==> src/core/swc_pkg.sv <==
/*
  Constants and types shared by the sleep and wake-up controller and its start-up timer.
  Assumes a 100 MHz system clock and an APB register port with 32-bit data.
*/
package swc_pkg;

  ////////////////////////////////////////////////////////////////////////////////
  // Register map, byte addresses on the APB port.
  localparam logic [7:0] SWC_CTRL_OFS = 8'h00;
  localparam logic [7:0] SWC_STATUS_OFS = 8'h04;

  // Control register fields.
  localparam int SWC_CTRL_W = 9;
  localparam int SWC_C_WDT_EN = 0;
  localparam int SWC_C_GIE = 1;
  localparam int SWC_C_EDGE_EN = 2;
  localparam int SWC_C_PINCHG_EN = 3;
  localparam int SWC_C_AD_EN = 4;
  localparam int SWC_C_AD_RC = 5;
  localparam int SWC_C_OSC_LSB = 6;
  localparam logic [SWC_CTRL_W-1:0] SWC_CTRL_RESET = 9'h000;

  // Status register fields.
  localparam int SWC_S_ASLEEP = 0;
  localparam int SWC_S_OST_BUSY = 1;
  localparam int SWC_S_PD = 3;
  localparam int SWC_S_TO = 4;
  localparam int SWC_S_CAUSE_LSB = 8;

  ////////////////////////////////////////////////////////////////////////////////
  // Oscillator modes held in the control register.
  localparam logic [2:0] SWC_INTERNAL_RC_OSC_MODE = 3'h0;
  localparam logic [2:0] SWC_EXTERNAL_RC_OSC_MODE = 3'h1;
  localparam logic [2:0] SWC_CRYSTAL_OSC_MODE = 3'h2;
  localparam logic [2:0] SWC_FAST_CRYSTAL_OSC_MODE = 3'h3;
  localparam logic [2:0] SWC_LOW_POWER_CRYSTAL_MODE = 3'h4;

  // Last wake or reset cause.
  localparam logic [2:0] SWC_CAUSE_NONE = 3'h0;
  localparam logic [2:0] SWC_CAUSE_MASTER_CLEAR_PIN = 3'h1;
  localparam logic [2:0] SWC_CAUSE_WDT = 3'h2;
  localparam logic [2:0] SWC_CAUSE_IRQ = 3'h3;

  ////////////////////////////////////////////////////////////////////////////////
  // Oscillator start-up time, in oscillator periods; one period is one system clock.
  localparam int SWC_CLK_PERIOD_NS = 10;
  localparam int SWC_TOSC_NS = 10;
  localparam int SWC_OST_TOSC = 1024;
  localparam int SWC_OST_CYCLES =
    (SWC_OST_TOSC * SWC_TOSC_NS + SWC_CLK_PERIOD_NS - 1) / SWC_CLK_PERIOD_NS;

  typedef enum logic [3:0] {
    SWC_RUN = 4'b0001,
    SWC_SLEEP = 4'b0010,
    SWC_OSTW = 4'b0100,
    SWC_RESUME = 4'b1000
  } swc_state_t;

endpackage

==> src/core/swc_startup_timer.sv <==
/*
  Oscillator start-up timer: counts a fixed number of clocks after a start pulse.
  Assumes start is a one-cycle pulse from a register and is not repeated while busy.
*/
`timescale 1ns/1ns
`default_nettype none

module swc_startup_timer
  import swc_pkg::*;
#(
  parameter int unsigned CYCLES = SWC_OST_CYCLES
) (
  input wire logic CLK,     // System clock.
  input wire logic SYS_RST, // Synchronous reset, active high.
  input wire logic start,   // Begin a start-up delay.
  output logic done,        // One-cycle pulse when the delay has run out.
  output logic busy         // High while the delay runs.
);

  localparam int W = $clog2(CYCLES + 1);
  localparam logic [W-1:0] LOAD = W'(CYCLES - 1);

  if (CYCLES < 1) begin : g_bad_cycles
    $error("Start-up delay must be at least one cycle.");
  end

  typedef struct packed {
    logic [W-1:0] cnt;
    logic busy;
    logic done;
  } swc_ost_t;

  swc_ost_t r, n;

  always_comb begin
    n = r;
    n.done = 1'b0;
    if (r.busy) begin
      if (r.cnt == '0) begin
        n.busy = 1'b0;
        n.done = 1'b1;
      end else begin
        n.cnt = r.cnt - W'(1);
      end
    end else if (start) begin
      n.busy = 1'b1;
      n.cnt = LOAD;
    end
  end

  always_ff @(posedge CLK) begin
    if (SYS_RST) begin
      r <= '0;
    end else begin
      r <= n;
    end
  end

  assign done = r.done;
  assign busy = r.busy;
endmodule

`default_nettype wire

==> src/core/swc_sleep_ctrl.sv <==
/*
  Sleep and wake-up controller of a small microcontroller core, with an APB register port.
  Assumes the core gives one-cycle pulses for the sleep instruction and the watchdog
  time-out, and level interrupt flags that stay set until software clears them.
*/
// Our own choices: the address map and the APB interface to the registers.
`timescale 1ns/1ns
`default_nettype none

module swc_sleep_ctrl
  import swc_pkg::*;
#(
  parameter int unsigned OST_CYCLES = SWC_OST_CYCLES
) (
  input wire logic CLK,                 // System clock, 100 MHz.
  input wire logic SYS_RST,             // Synchronous reset, active high.
  input wire logic PSEL,                // APB select.
  input wire logic PENABLE,             // APB access phase.
  input wire logic PWRITE,              // APB direction, high for write.
  input wire logic [7:0] PADDR,         // APB byte address.
  input wire logic [31:0] PWDATA,       // APB write data.
  output logic [31:0] PRDATA,           // APB read data.
  output logic PREADY,                  // APB ready.
  output logic PSLVERR,                 // APB error on unmapped address.
  input wire logic SLEEP_EXEC,          // Pulse: core executes the sleep instruction.
  input wire logic MASTER_CLEAR_PIN_N,  // External reset pin, active low.
  input wire logic WDT_TIMEOUT,         // Pulse: watchdog timer has run out.
  input wire logic EDGE_IRQ_FLAG,       // Edge interrupt flag.
  input wire logic PINCHG_IRQ_FLAG,     // Pin-change interrupt flag.
  input wire logic AD_IRQ_FLAG,         // A/D conversion done flag.
  output logic OSC_RUN,                 // Main oscillator driver on.
  output logic PHASE_CLK_RUN,           // Core phase clocks running.
  output logic PIN_HOLD,                // Freeze pin drive states.
  output logic WDT_CLEAR,               // Pulse: clear watchdog and postscaler.
  output logic DEVICE_RESET,            // Pulse: full device reset.
  output logic PREFETCH_REQ,            // Pulse: fetch the instruction after sleep.
  output logic RESUME_EXEC,             // Pulse: execute the prefetched instruction.
  output logic VECTOR_BRANCH,           // Pulse: branch to the interrupt vector after it.
  output logic POWER_DOWN_FLAG,         // Status power-down flag.
  output logic TIMEOUT_FLAG             // Status time-out flag.
);

  if (OST_CYCLES < 1) begin : g_bad_ost
    $error("Start-up delay must be at least one cycle.");
  end

  // Wide enough to count past the whole start-up wait without wrapping.
  localparam int WAIT_W = $clog2(OST_CYCLES + 3) + 1;

  typedef struct packed {
    swc_state_t st;
    logic [SWC_CTRL_W-1:0] ctrl;
    logic pd;
    logic to;
    logic [2:0] cause;
    logic vec;
    logic edge_en_lat;
    logic [2:0] flags_prev;
    logic ost_start;
    logic osc_run;
    logic phase_run;
    logic pin_hold;
    logic wdt_clear;
    logic dev_reset;
    logic prefetch;
    logic resume;
    logic vector_br;
    logic pready;
    logic pslverr;
    logic [31:0] prdata;
    logic [WAIT_W-1:0] ost_wait;
  } swc_ctl_t;

  swc_ctl_t r, n;
  logic ost_done;
  logic ost_busy;

  // Wake condition of the interrupt sources; phase-clocked peripherals have no input here.
  function automatic logic irq_wake(input logic [2:0] flags, input logic [SWC_CTRL_W-1:0] c,
                                    input logic edge_en);
    irq_wake = (flags[0] & edge_en) |
               (flags[1] & c[SWC_C_PINCHG_EN]) |
               (flags[2] & c[SWC_C_AD_EN] & c[SWC_C_AD_RC]);
  endfunction

  function automatic logic is_crystal(input logic [2:0] mode);
    is_crystal = (mode == SWC_CRYSTAL_OSC_MODE) || (mode == SWC_FAST_CRYSTAL_OSC_MODE) ||
                 (mode == SWC_LOW_POWER_CRYSTAL_MODE);
  endfunction

  logic [2:0] flags_now;
  logic wdt_en;
  logic [2:0] osc_mode;
  logic apb_access;

  assign flags_now = {AD_IRQ_FLAG, PINCHG_IRQ_FLAG, EDGE_IRQ_FLAG};
  assign wdt_en = r.ctrl[SWC_C_WDT_EN];
  assign osc_mode = r.ctrl[SWC_C_OSC_LSB +: 3];
  assign apb_access = PSEL && PENABLE;

  ////////////////////////////////////////////////////////////////////////////////
  always_comb begin
    n = r;
    n.wdt_clear = 1'b0;
    n.dev_reset = 1'b0;
    n.prefetch = 1'b0;
    n.resume = 1'b0;
    n.vector_br = 1'b0;
    n.ost_start = 1'b0;
    n.flags_prev = flags_now;

    // Cycles spent waiting on the start-up timer; it saturates so a hang stays visible.
    if (r.st != SWC_OSTW) begin
      n.ost_wait = '0;
    end else if (!(&r.ost_wait)) begin
      n.ost_wait = r.ost_wait + WAIT_W'(1);
    end

    // APB slave: one wait state; a write lands on the edge that samples PREADY high.
    n.pready = apb_access && !r.pready;
    n.pslverr = 1'b0;
    n.prdata = 32'h0000_0000;
    if (apb_access) begin
      if (PADDR == SWC_CTRL_OFS) begin
        if (PWRITE && r.pready) begin
          n.ctrl = PWDATA[SWC_CTRL_W-1:0];
        end
        n.prdata = {23'h00_0000, r.ctrl};
      end else if (PADDR == SWC_STATUS_OFS) begin
        n.prdata[SWC_S_ASLEEP] = (r.st != SWC_RUN);
        n.prdata[SWC_S_OST_BUSY] = ost_busy;
        n.prdata[SWC_S_PD] = r.pd;
        n.prdata[SWC_S_TO] = r.to;
        n.prdata[SWC_S_CAUSE_LSB +: 3] = r.cause;
      end else begin
        n.pslverr = 1'b1;
      end
    end

    // The pin is trusted to stay high in power-down; any low is taken as a real reset.
    if (!MASTER_CLEAR_PIN_N) begin
      n.dev_reset = 1'b1;
      n.cause = SWC_CAUSE_MASTER_CLEAR_PIN;
      n.st = SWC_RUN;
      n.osc_run = 1'b1;
      n.phase_run = 1'b1;
      n.pin_hold = 1'b0;
      n.vec = 1'b0;
    end else begin
      case (r.st)
        SWC_RUN: begin
          if (SLEEP_EXEC) begin
            n.prefetch = 1'b1;
            // Flags of the previous cycle decide: a flag rising now counts as during sleep.
            if (!irq_wake(r.flags_prev, r.ctrl, r.ctrl[SWC_C_EDGE_EN])) begin
              n.wdt_clear = wdt_en;
              n.pd = 1'b0;
              n.to = 1'b1;
              n.osc_run = 1'b0;
              n.phase_run = 1'b0;
              n.pin_hold = 1'b1;
              n.edge_en_lat = r.ctrl[SWC_C_EDGE_EN];
              n.st = SWC_SLEEP;
            end
          end else if (WDT_TIMEOUT && wdt_en) begin
            n.dev_reset = 1'b1;
            n.to = 1'b0;
            n.cause = SWC_CAUSE_WDT;
          end
        end
        SWC_SLEEP: begin
          if (WDT_TIMEOUT && wdt_en) begin
            n.to = 1'b0;
            n.cause = SWC_CAUSE_WDT;
            n.vec = 1'b0;
          end else if (irq_wake(flags_now, r.ctrl, r.edge_en_lat)) begin
            n.cause = SWC_CAUSE_IRQ;
            n.vec = r.ctrl[SWC_C_GIE];
          end
          if ((WDT_TIMEOUT && wdt_en) || irq_wake(flags_now, r.ctrl, r.edge_en_lat)) begin
            n.osc_run = 1'b1;
            if (is_crystal(osc_mode)) begin
              n.ost_start = 1'b1;
              n.st = SWC_OSTW;
            end else begin
              n.st = SWC_RESUME;
            end
          end
        end
        SWC_OSTW: begin
          if (ost_done) begin
            n.st = SWC_RESUME;
          end
        end
        SWC_RESUME: begin
          n.resume = 1'b1;
          n.vector_br = r.vec;
          n.vec = 1'b0;
          n.phase_run = 1'b1;
          n.pin_hold = 1'b0;
          n.st = SWC_RUN;
        end
        default: begin
          n.st = SWC_RUN;
        end
      endcase
    end
  end

  always_ff @(posedge CLK) begin
    if (SYS_RST) begin
      r <= '0;
      r.st <= SWC_RUN;
      r.ctrl <= SWC_CTRL_RESET;
      r.pd <= 1'b1;
      r.to <= 1'b1;
      r.osc_run <= 1'b1;
      r.phase_run <= 1'b1;
    end else begin
      r <= n;
    end
  end

  swc_startup_timer #(
    .CYCLES(OST_CYCLES)
  ) u_ost (
    .CLK(CLK),
    .SYS_RST(SYS_RST),
    .start(r.ost_start),
    .done(ost_done),
    .busy(ost_busy)
  );

  assign PRDATA = r.prdata;
  assign PREADY = r.pready;
  assign PSLVERR = r.pslverr;
  assign OSC_RUN = r.osc_run;
  assign PHASE_CLK_RUN = r.phase_run;
  assign PIN_HOLD = r.pin_hold;
  assign WDT_CLEAR = r.wdt_clear;
  assign DEVICE_RESET = r.dev_reset;
  assign PREFETCH_REQ = r.prefetch;
  assign RESUME_EXEC = r.resume;
  assign VECTOR_BRANCH = r.vector_br;
  assign POWER_DOWN_FLAG = r.pd;
  assign TIMEOUT_FLAG = r.to;

  logic in_sleep;
  logic sleep_go;
  assign in_sleep = (r.st == SWC_SLEEP);
  assign sleep_go = (r.st == SWC_RUN) && SLEEP_EXEC && MASTER_CLEAR_PIN_N;
endmodule

`default_nettype wire

==> config.mk <==
export PLATFORM = sky130hd
export DESIGN_NAME = swc_sleep_ctrl
export DESIGN_NICKNAME = d
export VERILOG_FILES = /design/src/core/swc_pkg.sv /design/src/core/swc_startup_timer.sv /design/src/core/swc_sleep_ctrl.sv
export SDC_FILE = /design/constraint.sdc
export NUM_CORES = 1
export LEC_CHECK = 0
export ABC_AREA = 0
export BUFFER_PORTS_ARGS = -buffer_cell sky130_fd_sc_hd__buf_2
export CORE_ASPECT_RATIO = 1.25
export CORE_UTILIZATION = 40
export DETAILED_ROUTE_END_ITERATION = 12
export HOLD_SLACK_MARGIN = 0.02
export PLACE_DENSITY = 0.77
export SYNTH_ARGS = -nofsm -noshare
export SYNTH_HDL_FRONTEND = slang
export SYNTH_SLANG_ARGS = --single-unit
==> constraint.sdc <==
create_clock -name CLK -period 6.1 [get_ports CLK]
set_clock_uncertainty 0.1 [all_clocks]
set_input_delay 0.305 -clock CLK [delete_from_list [all_inputs] [get_ports CLK]]
set_output_delay 0.305 -clock CLK [all_outputs]
set_load 0.1 [all_outputs]
==> run summary <==
RR Endpoint: TIMEOUT_FLAG$_SDFFE_PP1P_
Setup Fix Bufs, Post-CTS: 0
Die height: 89.1 µm
Seq/Total Area, Yosys: 46.2%
Congestion Overflow GR: 0
Leakage: 1.18 nW
Final Net Count: 349
Largest family of logic cells by synthesized area: simple AND/OR/NAND/NOR gates
Fin. max-slew vios: 0
WL final: 4480 µm
Syn_area_per_cell: 9.41 µm²
Setup TNS: 0 ns
Reg2reg start: r[77]$_SDFFE_PP0P_
Port Buf Inserts: 49
R2R depth: 4
Simple-Gate Fraction of Synth Area: 22.4%
CP Cell Sequence: or4b_1, nor4_4, o211ai_1, a211o_1
Complex-gate fraction of the synthesized area: 11.5%
Final core utilization: 45.8%
Outcome: complete, no violations
Crit path max fanout: 9
Ys Warns: 0
Slowest CP cell: or4b_1
Synth Area in XOR/XNOR: 1.08%
Unique masters post-synth: 47
R2r setup slk: 3.93 ns
N_diodes: 0
Antenna violations before repair: 0
Clk buf depth: 2
Post-synthesis mux area share: 5.77%
Crit path max-delay family: simple AND/OR/NAND/NOR gates
CTS buffer count: 5
Largest net degree at the start of global routing: 37
Netlist Area Pre-Place: 2430 µm²
Die width: 71.7 µm
Hold_ws: 0.113 ns
HPWL after detailed placement: 3330 µm
Post-Synth Adder-Cell Area: 1.03%
Initial core utilization: 41.7%
Hold Path Depth: 2
Post-synth ARST share: 0%
Fraction of the cycle the final worst path needs: 35.6%
Clk sink count: 56
Residual DRC: 0
Ys flop type: dfxtp_1
Worst vdd ir: 108 µV
Total power draw: 700 µW
CP Buf/Inv Count: 0
DIE AREA: 6390 µm²
Vias in the first global route: 1668
Routed len/inst: 12.3 µm
First-pass GRT wire length: 7440 µm
Final setup vio count: 0
Clk root buf: clkbuf_8
Critical path arrival: 2.28 ns
Core Box Area: 5820 µm²
# H-tree levels: 2
I/O pin count: 95
Slew margin rel.: 56.6%
Fillers: 563
Hold_sp: EDGE_IRQ_FLAG
Max Fclk: 460 MHz
DR vias: 1831
GP Congestion: 0.806
Final Hold Vio Count: 0
EDFF count, synth: 0
Max-cap violations: 0
Most frequent cells in the layout: dfxtp_1, buf_2, nor2_1, conb_1, mux2i_1
All-Layer GR Usage: 15.1%
Max incr delay on CP: 0.63 ns
# hold bufs at CTS: 0
Share of cells above drive strength 1: 22.2%
CTS tree: built
Worst slew pin tran: 0.645 ns
Final Non-Filler Cells: 363
Placed Cells: 355
Crit path depth: 4
Resized Gates After CTS: 0
Initial DRC Count: 103
Synthesized instance count: 258
Register clock-pin slew on the reported worst setup and hold paths: 0.10 ns
Crit end category: register
Total power density per cell area: 263 nW/µm²
Post-route antenna net violation count: 0
Avg Vias per Cell: 5.04
Seq cells post-synth: 56
CP startpoint kind: register
Final worst path period need: 2.17 ns
Endpoint, Worst Hold: r[55]$_SDFF_PP0_
First-pass detailed-route iteration total: 4
# rows: 31
RSZ-0062 raised after global routing: false
Hold crit path type: in2reg
CP Class: reg2reg
Commonest non-fill, non-tap cell in the layout: dfxtp_1
Req. time, crit path: 6.21 ns
Area Overhead vs Synth: 9.69%
Clk Latency, worst-skew pair: 0.31 ns
[registers in the layout, indices dropped and copies added (netlist names)]
name	flops
DEVICE_RESET	1
RESUME_EXEC	1
WDT_CLEAR	1
u_ost.r	11
PHASE_CLK_RUN	1
OSC_RUN	1
u_ost.done	1
PIN_HOLD	1
osc_mode	3
POWER_DOWN_FLAG	1
VECTOR_BRANCH	1
PRDATA	10
u_ost.busy	1
r	18
PREADY	1
PREFETCH_REQ	1
TIMEOUT_FLAG	1
PSLVERR	1
[Yosys cell counts, types with 4 or more instances]
library cell / instances / area [µm²]
nand3_1: 4 / 20.0
nor3_1: 6 / 30.0
nand2_1: 11 / 41.3
or3_1: 4 / 25.0
a21oi_1: 9 / 45.0
buf_4: 32 / 240
clkbuf_1: 6 / 22.5
mux2i_1: 14 / 140
o21ai_0: 9 / 45.0
a31oi_1: 8 / 50.1
inv_1: 6 / 22.5
nor2_1: 24 / 90.1
dfxtp_1: 56 / 1120
nor2b_1: 6 / 37.5
nand2b_1: 5 / 31.3
and2_1: 8 / 50.1
[stage by stage]
step           instance area (µm²)  worst slack (ns)
2_1_floorplan                 2510              4.15
3_3_place_gp                  2570              3.95
3_5_place_dp                  2570              3.96
4_1_cts                       2660              3.92
5_1_grt                       2660              3.81
6_report                      2660              3.93
[how the worst max path moves through the flow]
| stage | from | to | slack (ns) |
|---|---|---|---|
| after detailed placement | r[77]$_SDFFE_PP0P_ | TIMEOUT_FLAG$_SDFFE_PP1P_ | 3.96 |
| after global placement | r[77]$_SDFFE_PP0P_ | TIMEOUT_FLAG$_SDFFE_PP1P_ | 3.95 |
| final | r[77]$_SDFFE_PP0P_ | TIMEOUT_FLAG$_SDFFE_PP1P_ | 3.93 |
| after floorplan | u_ost.r[7]$_SDFFE_PP0P_ | u_ost.r[12]$_SDFFE_PP0P_ | 4.15 |
| after CTS | r[77]$_SDFFE_PP0P_ | TIMEOUT_FLAG$_SDFFE_PP1P_ | 3.92 |
| after global routing | r[77]$_SDFFE_PP0P_ | TIMEOUT_FLAG$_SDFFE_PP1P_ | 3.81 |
[cell type report]
type	instances	area, µm²	share of cell area [%]
multi-input cells	178	1100	41.1
clock inverters	3	27.5	1.03
clock buffers	5	68.8	2.58
well taps	66	82.6	3.10
repair buffers	49	245	9.21
inverters	6	22.5	0.845
flip-flops and latches	56	1120	42.1
[metal layers]
layer,up-vias,GRT usage (%),routed length (µm)
met5,-,0,0
li1,936,-,-
met4,0,5.70,57
met2,36,28.2,2340
met1,855,16.6,1930
met3,4,3.38,149
[worst register-to-register path, cell delays in order, from the launching register on]
cell	delay, ns
dfxtp_1	0.35
or4b_1	0.63
nor4_4	0.51
o211ai_1	0.17
a211o_1	0.31
[power breakdown]
| part | leakage [nW] | internal, mW | total, mW | switching, mW |
|---|---|---|---|---|
| sequential | 0.454 | 0.371 | 0.374 | 0.00287 |
| clock | 0.0463 | 0.0845 | 0.211 | 0.127 |
| combinational | 0.680 | 0.0163 | 0.115 | 0.0991 |
| total | 1.18 | 0.472 | 0.700 | 0.229 |
[cell families after synthesis]
logic type / after synthesis
flops: 56
mux: 14
fa+ha+maj: 2
simple gates: 94
buf+inv: 45
xor+xnor: 3
compound gates: 43
other cells: 1
Note: power is estimated with default switching activity, not from simulation.
